**src/verilog/jic_pkg.sv**
```systemverilog
`default_nettype none
package jic_pkg;
	localparam int JIC_AXIS_W   = 8;
	localparam int JIC_CLK_HZ   = 125_000_000;
	localparam int JIC_IDLE_S   = 120;
	localparam longint JIC_IDLE_CYC = longint'(JIC_IDLE_S) * JIC_CLK_HZ;
	localparam int JIC_POLL_US  = 1000;
	localparam int JIC_POLL_CYC = JIC_POLL_US * (JIC_CLK_HZ / 1_000_000);
	localparam logic [6:0] JIC_THR_MIN = 7'h14;
	localparam logic [6:0] JIC_THR_MAX = 7'h50;
	localparam logic [6:0] JIC_THR_RST = 7'h32;
	localparam logic [2:0] JIC_FLASH_MODULE = 3'h1;
	localparam logic [3:0] JIC_A_CFG    = 4'h0;
	localparam logic [3:0] JIC_A_THR    = 4'h1;
	localparam logic [3:0] JIC_A_NEUT   = 4'h2;
	localparam logic [3:0] JIC_A_STAT   = 4'h3;
	localparam logic [3:0] JIC_A_IRQ    = 4'h4;
	localparam logic [3:0] JIC_A_IRQ_EN = 4'h5;
	localparam logic [3:0] JIC_A_IRQ_CL = 4'h6;
	localparam logic [31:0] JIC_CFG_RST = 32'h0000_0027;
	localparam int JIC_CFG_BITS = 10;
	localparam int JIC_IRQ_BITS = 3;
	localparam logic [7:0] JIC_NEUT_RST = 8'h0c;

	typedef enum logic [1:0] {
		JIC_SRC_MAIN,
		JIC_SRC_ATTEND,
		JIC_SRC_REMOTE
	} jic_src_t;

	typedef struct packed {
		logic signed [JIC_AXIS_W-1:0] fwd;
		logic signed [JIC_AXIS_W-1:0] turn;
	} jic_stick_t;

	typedef struct packed {
		logic remote_module_lr_swap;
		logic rotate_main_stick;
		logic main_lr_swap;
		logic fr_swap;
		logic attendant_unit_enable;
		logic attendant_lr_swap;
		logic attendant_pushbutton_mode;
		logic attendant_idle_timeout;
		logic remote_module_enable;
		logic remote_proportional_stick;
	} jic_cfg_t;
endpackage
`default_nettype wire

```
**src/verilog/jic_swch.sv**
```systemverilog
`timescale 1ns/1ps
`default_nettype none
module jic_swch #(
	parameter int W = 8
) (
	input  wire logic                clk,   // system clock
	input  wire logic                sys_rst, // async reset
	input  wire logic                smp,   // sample strobe
	input  wire logic signed [W-1:0] val,   // axis value
	input  wire logic        [W-1:0] lim,   // threshold in counts
	output logic                     on     // switch state
);
	logic [W-1:0] mag;
	assign mag = val[W-1] ? W'(-val) : val;
	always_ff @(posedge clk or posedge sys_rst) begin
		if (sys_rst)
			on <= 1'b0;
		else if (smp)
			on <= mag > lim;
	end
endmodule
`default_nettype wire

```
**src/verilog/jic_core.sv**
```systemverilog
// Notes on behaviour
// - rotate set: fwd->right, right->rev, rev->left, left->fwd on main stick.
// - rotate plus both swaps gives the opposite rotation, fwd->left.
// - attendant enable lets an attendant unit take over driving.
// - attendant enable set: poll for the unit regularly, even if absent.
// - attendant lr swap inverts only the attendant unit turn axis.
// - remote lr swap inverts only the remote module turn axis.
// - takeover switch is a push button in pushbutton mode, else a level.
// - pushbutton plus timeout: two idle minutes return to user mode.
// - pushbutton without timeout: stay attendant until pressed again.
// - level switch mode ignores the timeout setting.
// - remote enable: take remote demands when profile selects remote.
// - remote source with module absent raises module fault, flash code 1.
// - switched remote stick: small speed and turn demands forced to zero.
// - the zero band is sized by the neutral maximum value.
// - joystick switch on beyond threshold, 20 to 80 percent, default 50.
`timescale 1ns/1ps
`default_nettype none
module jic_core
	import jic_pkg::*;
#(
	parameter longint IDLE_CYC = jic_pkg::JIC_IDLE_CYC,
	parameter int     POLL_CYC = jic_pkg::JIC_POLL_CYC
) (
	input  wire logic              clk,          // 125 MHz clock
	input  wire logic              sys_rst,      // async reset, high
	input  wire logic [3:0]        reg_addr,     // register word address
	input  wire logic [31:0]       reg_wdata,    // write data
	input  wire logic              reg_wr,       // write strobe
	input  wire logic              reg_rd,       // read strobe
	output logic      [31:0]       reg_rdata,    // read data, next cycle
	input  wire jic_pkg::jic_stick_t main_stick, // main unit deflection
	input  wire jic_pkg::jic_stick_t attend_stick, // attendant deflection
	input  wire jic_pkg::jic_stick_t remote_stick, // remote deflection
	input  wire logic              stick_valid,  // new sample strobe
	input  wire logic              attend_present, // attendant unit seen
	input  wire logic              remote_present, // remote module seen
	input  wire logic              takeover_sw,  // attendant switch level
	input  wire logic              remote_src_sel, // profile wants remote
	output logic                   attend_poll,  // presence poll pulse
	output jic_pkg::jic_stick_t    demand,       // conditioned demand
	output logic                   attend_mode,  // attendant drives
	output logic                   module_fault, // fault flag
	output logic      [2:0]        flash_code,   // fault flash code
	output logic                   sw_fwd_on,    // fwd axis switch on
	output logic                   sw_turn_on,   // turn axis switch on
	output logic                   irq           // interrupt level
);
	localparam int W = JIC_AXIS_W;
	localparam int IW = $clog2(IDLE_CYC + 1);
	localparam int PW = $clog2(POLL_CYC + 1);

	jic_cfg_t   cfg;
	logic [6:0] thr_pct;
	logic [W-1:0] neut_max;
	logic [JIC_IRQ_BITS-1:0] irq_stat, irq_en;
	logic [IW-1:0] idle_cnt;
	logic [PW-1:0] poll_cnt;
	logic sw_q, smp_d;

	function automatic jic_stick_t lr_flip(input jic_stick_t s,
		input logic en);
		jic_stick_t r;
		r = s;
		if (en)
			r.turn = W'(-s.turn);
		return r;
	endfunction

	// both swaps act on the raw deflection; rotating after them
	// turns the mapping the other way round
	jic_stick_t main_sw, main_fr, main_fin;
	assign main_sw  = lr_flip(main_stick, cfg.main_lr_swap);
	assign main_fr.fwd  = cfg.fr_swap ? W'(-main_sw.fwd)
		: main_sw.fwd;
	assign main_fr.turn = main_sw.turn;
	// rotation maps fwd deflection onto turn and right onto reverse
	assign main_fin.fwd  = cfg.rotate_main_stick ? W'(-main_fr.turn)
		: main_fr.fwd;
	assign main_fin.turn = cfg.rotate_main_stick ? main_fr.fwd
		: main_fr.turn;

	jic_stick_t att_c, rem_c, rem_z, sel;
	assign att_c = lr_flip(attend_stick, cfg.attendant_lr_swap);
	assign rem_c = lr_flip(remote_stick,
		cfg.remote_module_lr_swap);

	function automatic logic in_band(input logic signed [W-1:0] v,
		input logic [W-1:0] lim);
		logic [W-1:0] m;
		m = v[W-1] ? W'(-v) : v;
		return m <= lim;
	endfunction

	wire zero_ok = !cfg.remote_proportional_stick;
	assign rem_z.fwd  = (zero_ok && in_band(rem_c.fwd, neut_max)) ? '0
		: rem_c.fwd;
	assign rem_z.turn = (zero_ok && in_band(rem_c.turn, neut_max)) ? '0
		: rem_c.turn;

	wire use_remote = cfg.remote_module_enable && remote_src_sel
		&& remote_present;
	wire fault_now = cfg.remote_module_enable && remote_src_sel
		&& !remote_present;
	wire att_ok = cfg.attendant_unit_enable && attend_present;

	jic_src_t src;
	assign src = (attend_mode && att_ok) ? JIC_SRC_ATTEND
		: use_remote ? JIC_SRC_REMOTE : JIC_SRC_MAIN;
	always_comb begin
		case (src)
			JIC_SRC_ATTEND: sel = att_c;
			JIC_SRC_REMOTE: sel = rem_z;
			default:        sel = main_fin;
		endcase
	end

	always_ff @(posedge clk or posedge sys_rst) begin
		if (sys_rst)
			demand <= '0;
		else if (stick_valid)
			demand <= fault_now ? '0 : sel;
	end

	// poll runs whether or not a unit answers
	wire poll_hit = poll_cnt == PW'(POLL_CYC - 1);
	always_ff @(posedge clk or posedge sys_rst) begin
		if (sys_rst)
			poll_cnt <= '0;
		else if (!cfg.attendant_unit_enable || poll_hit)
			poll_cnt <= '0;
		else
			poll_cnt <= poll_cnt + 1'b1;
	end
	assign attend_poll = cfg.attendant_unit_enable && poll_hit;

	// attendant mode
	wire press = takeover_sw && !sw_q;
	wire att_act = stick_valid && src == JIC_SRC_ATTEND
		&& (attend_stick.fwd != '0 || attend_stick.turn != '0);
	wire use_to = cfg.attendant_pushbutton_mode
		&& cfg.attendant_idle_timeout;
	wire idle_exp = use_to && idle_cnt == IW'(IDLE_CYC - 1);
	logic next_mode;
	always_comb begin
		next_mode = attend_mode;
		if (!att_ok)
			next_mode = 1'b0;
		else if (!cfg.attendant_pushbutton_mode)
			next_mode = takeover_sw;
		else if (press)
			next_mode = !attend_mode;
		else if (attend_mode && idle_exp)
			next_mode = 1'b0;
	end
	always_ff @(posedge clk or posedge sys_rst) begin
		if (sys_rst) begin
			attend_mode <= 1'b0;
			sw_q        <= 1'b0;
		end else begin
			attend_mode <= next_mode;
			sw_q        <= takeover_sw;
		end
	end
	always_ff @(posedge clk or posedge sys_rst) begin
		if (sys_rst)
			idle_cnt <= '0;
		else if (!attend_mode || att_act || press || idle_exp)
			idle_cnt <= '0;
		else if (use_to)
			idle_cnt <= idle_cnt + 1'b1;
	end

	always_ff @(posedge clk or posedge sys_rst) begin
		if (sys_rst) begin
			module_fault <= 1'b0;
			flash_code   <= '0;
		end else begin
			module_fault <= fault_now;
			flash_code   <= fault_now ? JIC_FLASH_MODULE : '0;
		end
	end

	// threshold in counts: full scale times percent over 100
	localparam int FS = (1 << (W - 1)) - 1;
	logic [W-1:0] thr_cnt;
	assign thr_cnt = W'((FS * 32'(thr_pct)) / 100);
	always_ff @(posedge clk or posedge sys_rst) begin
		if (sys_rst)
			smp_d <= 1'b0;
		else
			smp_d <= stick_valid;
	end
	jic_swch #(.W(W)) u_sw_fwd (
		.clk    (clk),
		.sys_rst(sys_rst),
		.smp    (smp_d),
		.val    (demand.fwd),
		.lim    (thr_cnt),
		.on     (sw_fwd_on)
	);
	jic_swch #(.W(W)) u_sw_turn (
		.clk    (clk),
		.sys_rst(sys_rst),
		.smp    (smp_d),
		.val    (demand.turn),
		.lim    (thr_cnt),
		.on     (sw_turn_on)
	);

	// interrupts: set wins over clear
	logic [JIC_IRQ_BITS-1:0] ev;
	logic fault_q;
	assign ev = {fault_now && !module_fault,
		attend_mode && !next_mode, !attend_mode && next_mode};
	always_ff @(posedge clk or posedge sys_rst) begin
		if (sys_rst)
			irq_stat <= '0;
		else if (reg_wr && reg_addr == JIC_A_IRQ_CL)
			irq_stat <= (irq_stat & ~reg_wdata[JIC_IRQ_BITS-1:0]) | ev;
		else
			irq_stat <= irq_stat | ev;
	end
	assign irq = |(irq_stat & irq_en);
	assign fault_q = module_fault;

	// registers; out of range thresholds are clamped on write
	wire [6:0] wthr = reg_wdata[6:0];
	always_ff @(posedge clk or posedge sys_rst) begin
		if (sys_rst) begin
			cfg      <= jic_cfg_t'(JIC_CFG_RST[JIC_CFG_BITS-1:0]);
			thr_pct  <= JIC_THR_RST;
			neut_max <= JIC_NEUT_RST;
			irq_en   <= '0;
		end else if (reg_wr) begin
			if (reg_addr == JIC_A_CFG)
				cfg <= jic_cfg_t'(reg_wdata[JIC_CFG_BITS-1:0]);
			else if (reg_addr == JIC_A_THR)
				thr_pct <= (wthr < JIC_THR_MIN) ? JIC_THR_MIN
					: (wthr > JIC_THR_MAX) ? JIC_THR_MAX : wthr;
			else if (reg_addr == JIC_A_NEUT)
				neut_max <= reg_wdata[W-1:0];
			else if (reg_addr == JIC_A_IRQ_EN)
				irq_en <= reg_wdata[JIC_IRQ_BITS-1:0];
		end
	end

	logic [31:0] rmux;
	assign rmux = (reg_addr == JIC_A_CFG) ? 32'(cfg)
		: (reg_addr == JIC_A_THR) ? 32'(thr_pct)
		: (reg_addr == JIC_A_NEUT) ? 32'(neut_max)
		: (reg_addr == JIC_A_STAT) ? 32'({flash_code, fault_q,
			sw_turn_on, sw_fwd_on, src, attend_mode})
		: (reg_addr == JIC_A_IRQ) ? 32'(irq_stat)
		: (reg_addr == JIC_A_IRQ_EN) ? 32'(irq_en)
		: 32'h0000_0000;
	always_ff @(posedge clk or posedge sys_rst) begin
		if (sys_rst)
			reg_rdata <= '0;
		else
			reg_rdata <= reg_rd ? rmux : 32'h0000_0000;
	end
endmodule
`default_nettype wire

```
**config.mk**
```make
export PLATFORM = sky130hd
export DESIGN_NAME = jic_core
export DESIGN_NICKNAME = d
export VERILOG_FILES = /design/src/verilog/jic_pkg.sv /design/src/verilog/jic_swch.sv /design/src/verilog/jic_core.sv
export SDC_FILE = /design/constraint.sdc
export NUM_CORES = 1
export LEC_CHECK = 0
export BUFFER_PORTS_ARGS = -buffer_cell sky130_fd_sc_hd__buf_2
export CAP_MARGIN = 5
export CORE_MARGIN = 2
export CORE_UTILIZATION = 60
export CTS_CLUSTER_DIAMETER = 60
export DETAILED_ROUTE_END_ITERATION = 12
export PLACE_DENSITY = 0.8
export SETUP_SLACK_MARGIN = 0.1
export SKIP_CTS_REPAIR_TIMING = 1
export SLEW_MARGIN = 5
export SYNTH_ARGS = -nofsm -noshare
export SYNTH_HDL_FRONTEND = slang
export SYNTH_HIERARCHICAL = 1
export SYNTH_SLANG_ARGS = --single-unit
```
**constraint.sdc**
```tcl
create_clock -name clk -period 11.8 [get_ports clk]
set_input_delay 0 -clock clk [delete_from_list [all_inputs] [get_ports clk]]
set_output_delay 0 -clock clk [all_outputs]
set_load 0.01 [all_outputs]
```
==> results.yml <==
setup_path:
  crit_arrival_ns: 11.21
  path_buf_inv: 6
  timing.rr.start: "thr_pct[6]"
  crit_fanout: 12
  critPathCaptureType: "flip-flop"
  crit_path_max_incr_delay_ns: 0.66
  critPathLaunchType: "flip-flop"
  worst_path_max_delay_cell: "a2111oi_1"
  timing.rr.end: "u_sw_turn/on"
  required_ns: 12.10
  r2r_cells: 40
  critical_path_class: "flip-flop to flip-flop"
  r2r_setup_slack_ns: 0.89
  cpMostUsedCell: "inv_1"
  cp_top_family: "compound AO/OA/AOI/OAI gates"
logic_synthesis:
  ys.flop_type: "dfrtp_1"
  netlist-cell-type-count: 99
  synthMostInstantiatedCell: "nand2_1"
  syn_inst: 1282
  synth_top_area_share_pct: 24.35
  synth.area.top_cells: "dfrtp_1 24%, ha_1 8.8%, xor2_1 4.5%"
  async_flop_share_pct: 100.0
  yosys-top-cells-count: "112 x nand2_1, 111 x nor2_1, 105 x dfrtp_1"
  syn_avg_cell_area_um2: 8.417
  synth_edf_count: 0
  ys_warn_count: 6
  ys_seq_area_share_pct: 26.54
  syn_area_mm2: 0.01079
  synth_area_leader_cell: "dfrtp_1"
  synth_seq_cells: 114
placed_design:
  port_buffers: 103
  routabilityCongestion: 0.8987
  dpl_cell_area_mm2: 0.01134
  place_hpwl_um: 20720
  dp_cells: 1577
detailed_routing:
  post_drt_wl_per_cell_um: 17.17
  remaining_drc_errors: 0
  routed_wl_um: 28070
  routed-via-count: 10080
  vias_per_cell: 6.168
  dr.pass1.iters: 7
  drt_iter0_drc: 799
  ant_nets: 0
sta:
  hold_viol_final: 4
  fin_crit_ns: 10.91
  clock.fmax_ghz: 0.09167
  period_share_pct: 92.45
  clock_skew_ns: 0.01076
  setup_tns_ns: 0
  whs_ns: -0.02468
  grt_setup_unrepaired: "false"
  slew_headroom_pct: 22.00
  slew_viol_final: 0
  worst_pin_slew_ns: 1.167
  finalSetupViolations: 0
clock_tree:
  clk_latency_ns: 0.42
  cts_root_buffer: "clkbuf_16"
  tritoncts: "yes"
  cts_buffers: 17
  clkSinkCount: 114
  cts_buffer_depth: 2
  h-tree-depth: 4
  clk_pin_slew_ns: 0.06
min_path:
  holdPathStages: 3
  min_from: "remote_stick[11]"
  timing.hold.worst.class: "primary input to flip-flop"
  whs_endpoint: "demand[11]"
finish:
  fin_cells: 1635
  nets: 1579
  postLayoutCellArea_mm2: 0.01217
  antenna_cells: 0
  fin_util_pct: 68.45
  drive_above_1_share_pct: 15.29
  layout-area-overhead-vs-synth_pct: 12.79
run_status:
  outcome: "complete, but fails checks"
  failed_checks: "hold timing"
die:
  coreArea_mm2: 0.01778
  dieHeight_um: 138.1
  io_pins: 150
  die_x_um: 138.1
  dieArea_mm2: 0.01907
  initial_core_util_pct: 60.69
  rows: 49
global_route:
  grt_max_degree: 64
  grt_pass1_vias: 9405
  grt_antenna_before_repair: 0
  grt_pass1_wl_um: 44640
  grt_overflow_total: 0
  grtUsageTotal_pct: 28.29
flow_run:
  cap_violations: 0
==> worst max-delay path by stage <==
stage	start	end	slack [ns]	cells past startpoint
after global routing	thr_pct[6]	u_sw_turn/on	0.18	40
after CTS	thr_pct[6]	u_sw_turn/on	0.89	40
after detailed placement	thr_pct[6]	u_sw_fwd/on	0.94	40
after global placement	thr_pct[6]	u_sw_fwd/on	1.17	40
final	thr_pct[6]	u_sw_turn/on	0.89	40
after floorplan	thr_pct[6]	u_sw_fwd/on	1.96	42
==> through the flow <==
step                hold WS [ns]  worst slack [ns]
floorplan                -0.2713             1.964
global placement         -0.1097             1.173
detailed placement       -0.1093            0.9410
CTS                      -0.5470            0.8948
global route            0.003829            0.1847
finish                  -0.02468            0.8914
==> worst register-to-register path: cells and delay by family, from the launching register on <==
kind | cells | cell delay (ns)
adders and majority gates | 7 | 3.23
muxes | 2 | 0.51
xor gates and xnor gates | 2 | 0.55
buffers and inverters | 6 | 0.55
DFF | 1 | 0.46
and+or+nand+nor | 6 | 1.60
AOI/OAI and AO/OA | 17 | 3.90
==> cells by family (layout without fill, tap and decap cells) <==
logic type | count (synthesis) | in the layout | synth area share (%)
mux | 37 | 37 | 3.780
simple gates | 431 | 431 | 20.11
buf+inv | 165 | 266 | 6.899
xor+xnor | 110 | 110 | 9.172
compound gates | 331 | 331 | 21.50
fa+ha+maj | 93 | 93 | 11.97
other cells | 1 | 24 | 0.03475
flops | 114 | 114 | 26.54
==> area by class of cell <==
class	instances	area, um2
multi-input cells	1026	7269
fillers	1431	5609
flip-flops and latches	114	2864
repair buffers	131	790.8
clock buffers	20	436.7
inverters	103	389.1
well taps	229	286.5
clock inverters	12	133.9
==> state kept, by name (all words and copies together), names as in the netlist, 3 cells and up <==
name and cells:
cfg 10, demand 16, idle_cnt 34, irq_en 3, irq_stat 3, neut_max 8, poll_cnt 17, reg_rdata 10
thr_pct 7
==> cell usage in the layout (no fill, tap or decap), drive strengths merged, types with 15 or more instances in the layout <==
| cell | synthesis | final |
|---|---|---|
| mux2i | 20 | 20 |
| o211ai | 21 | 21 |
| o221ai | 18 | 18 |
| nand4 | 27 | 27 |
| nand2b | 18 | 18 |
| ha | 76 | 76 |
| clkbuf | 26 | 20 |
| inv | 103 | 105 |
| o21ai | 76 | 76 |
| and3 | 16 | 16 |
| dlygate4sd3 | 0 | 26 |
| nand2 | 112 | 112 |
| mux2 | 17 | 17 |
| conb | 1 | 24 |
| buf | 36 | 105 |
| or3 | 26 | 26 |
| o22ai | 18 | 18 |
| xor2 | 56 | 56 |
| nor3 | 21 | 21 |
| fa | 17 | 17 |
| nor2 | 111 | 111 |
| dfrtp | 105 | 105 |
| xnor2 | 54 | 54 |
| o31ai | 15 | 15 |
| a21oi | 86 | 86 |
| nand3 | 40 | 40 |
| a21o | 16 | 16 |
==> metal layers <==
layer | GRT usage [%] | share of wire (%) | vias up | wire length (um)
met2 | 48.36 | 50 | 357 | 13960
li1 | - | - | 4780 | -
met3 | 3.914 | 5.3 | 64 | 1498
met4 | 11.17 | 2.5 | 0 | 708
met1 | 36.49 | 42 | 4883 | 11900
met5 | 0 | 0 | - | 0
Power is not shown: default switching activity piles up to over one toggle a cycle in this logic, so the estimate is an artifact.
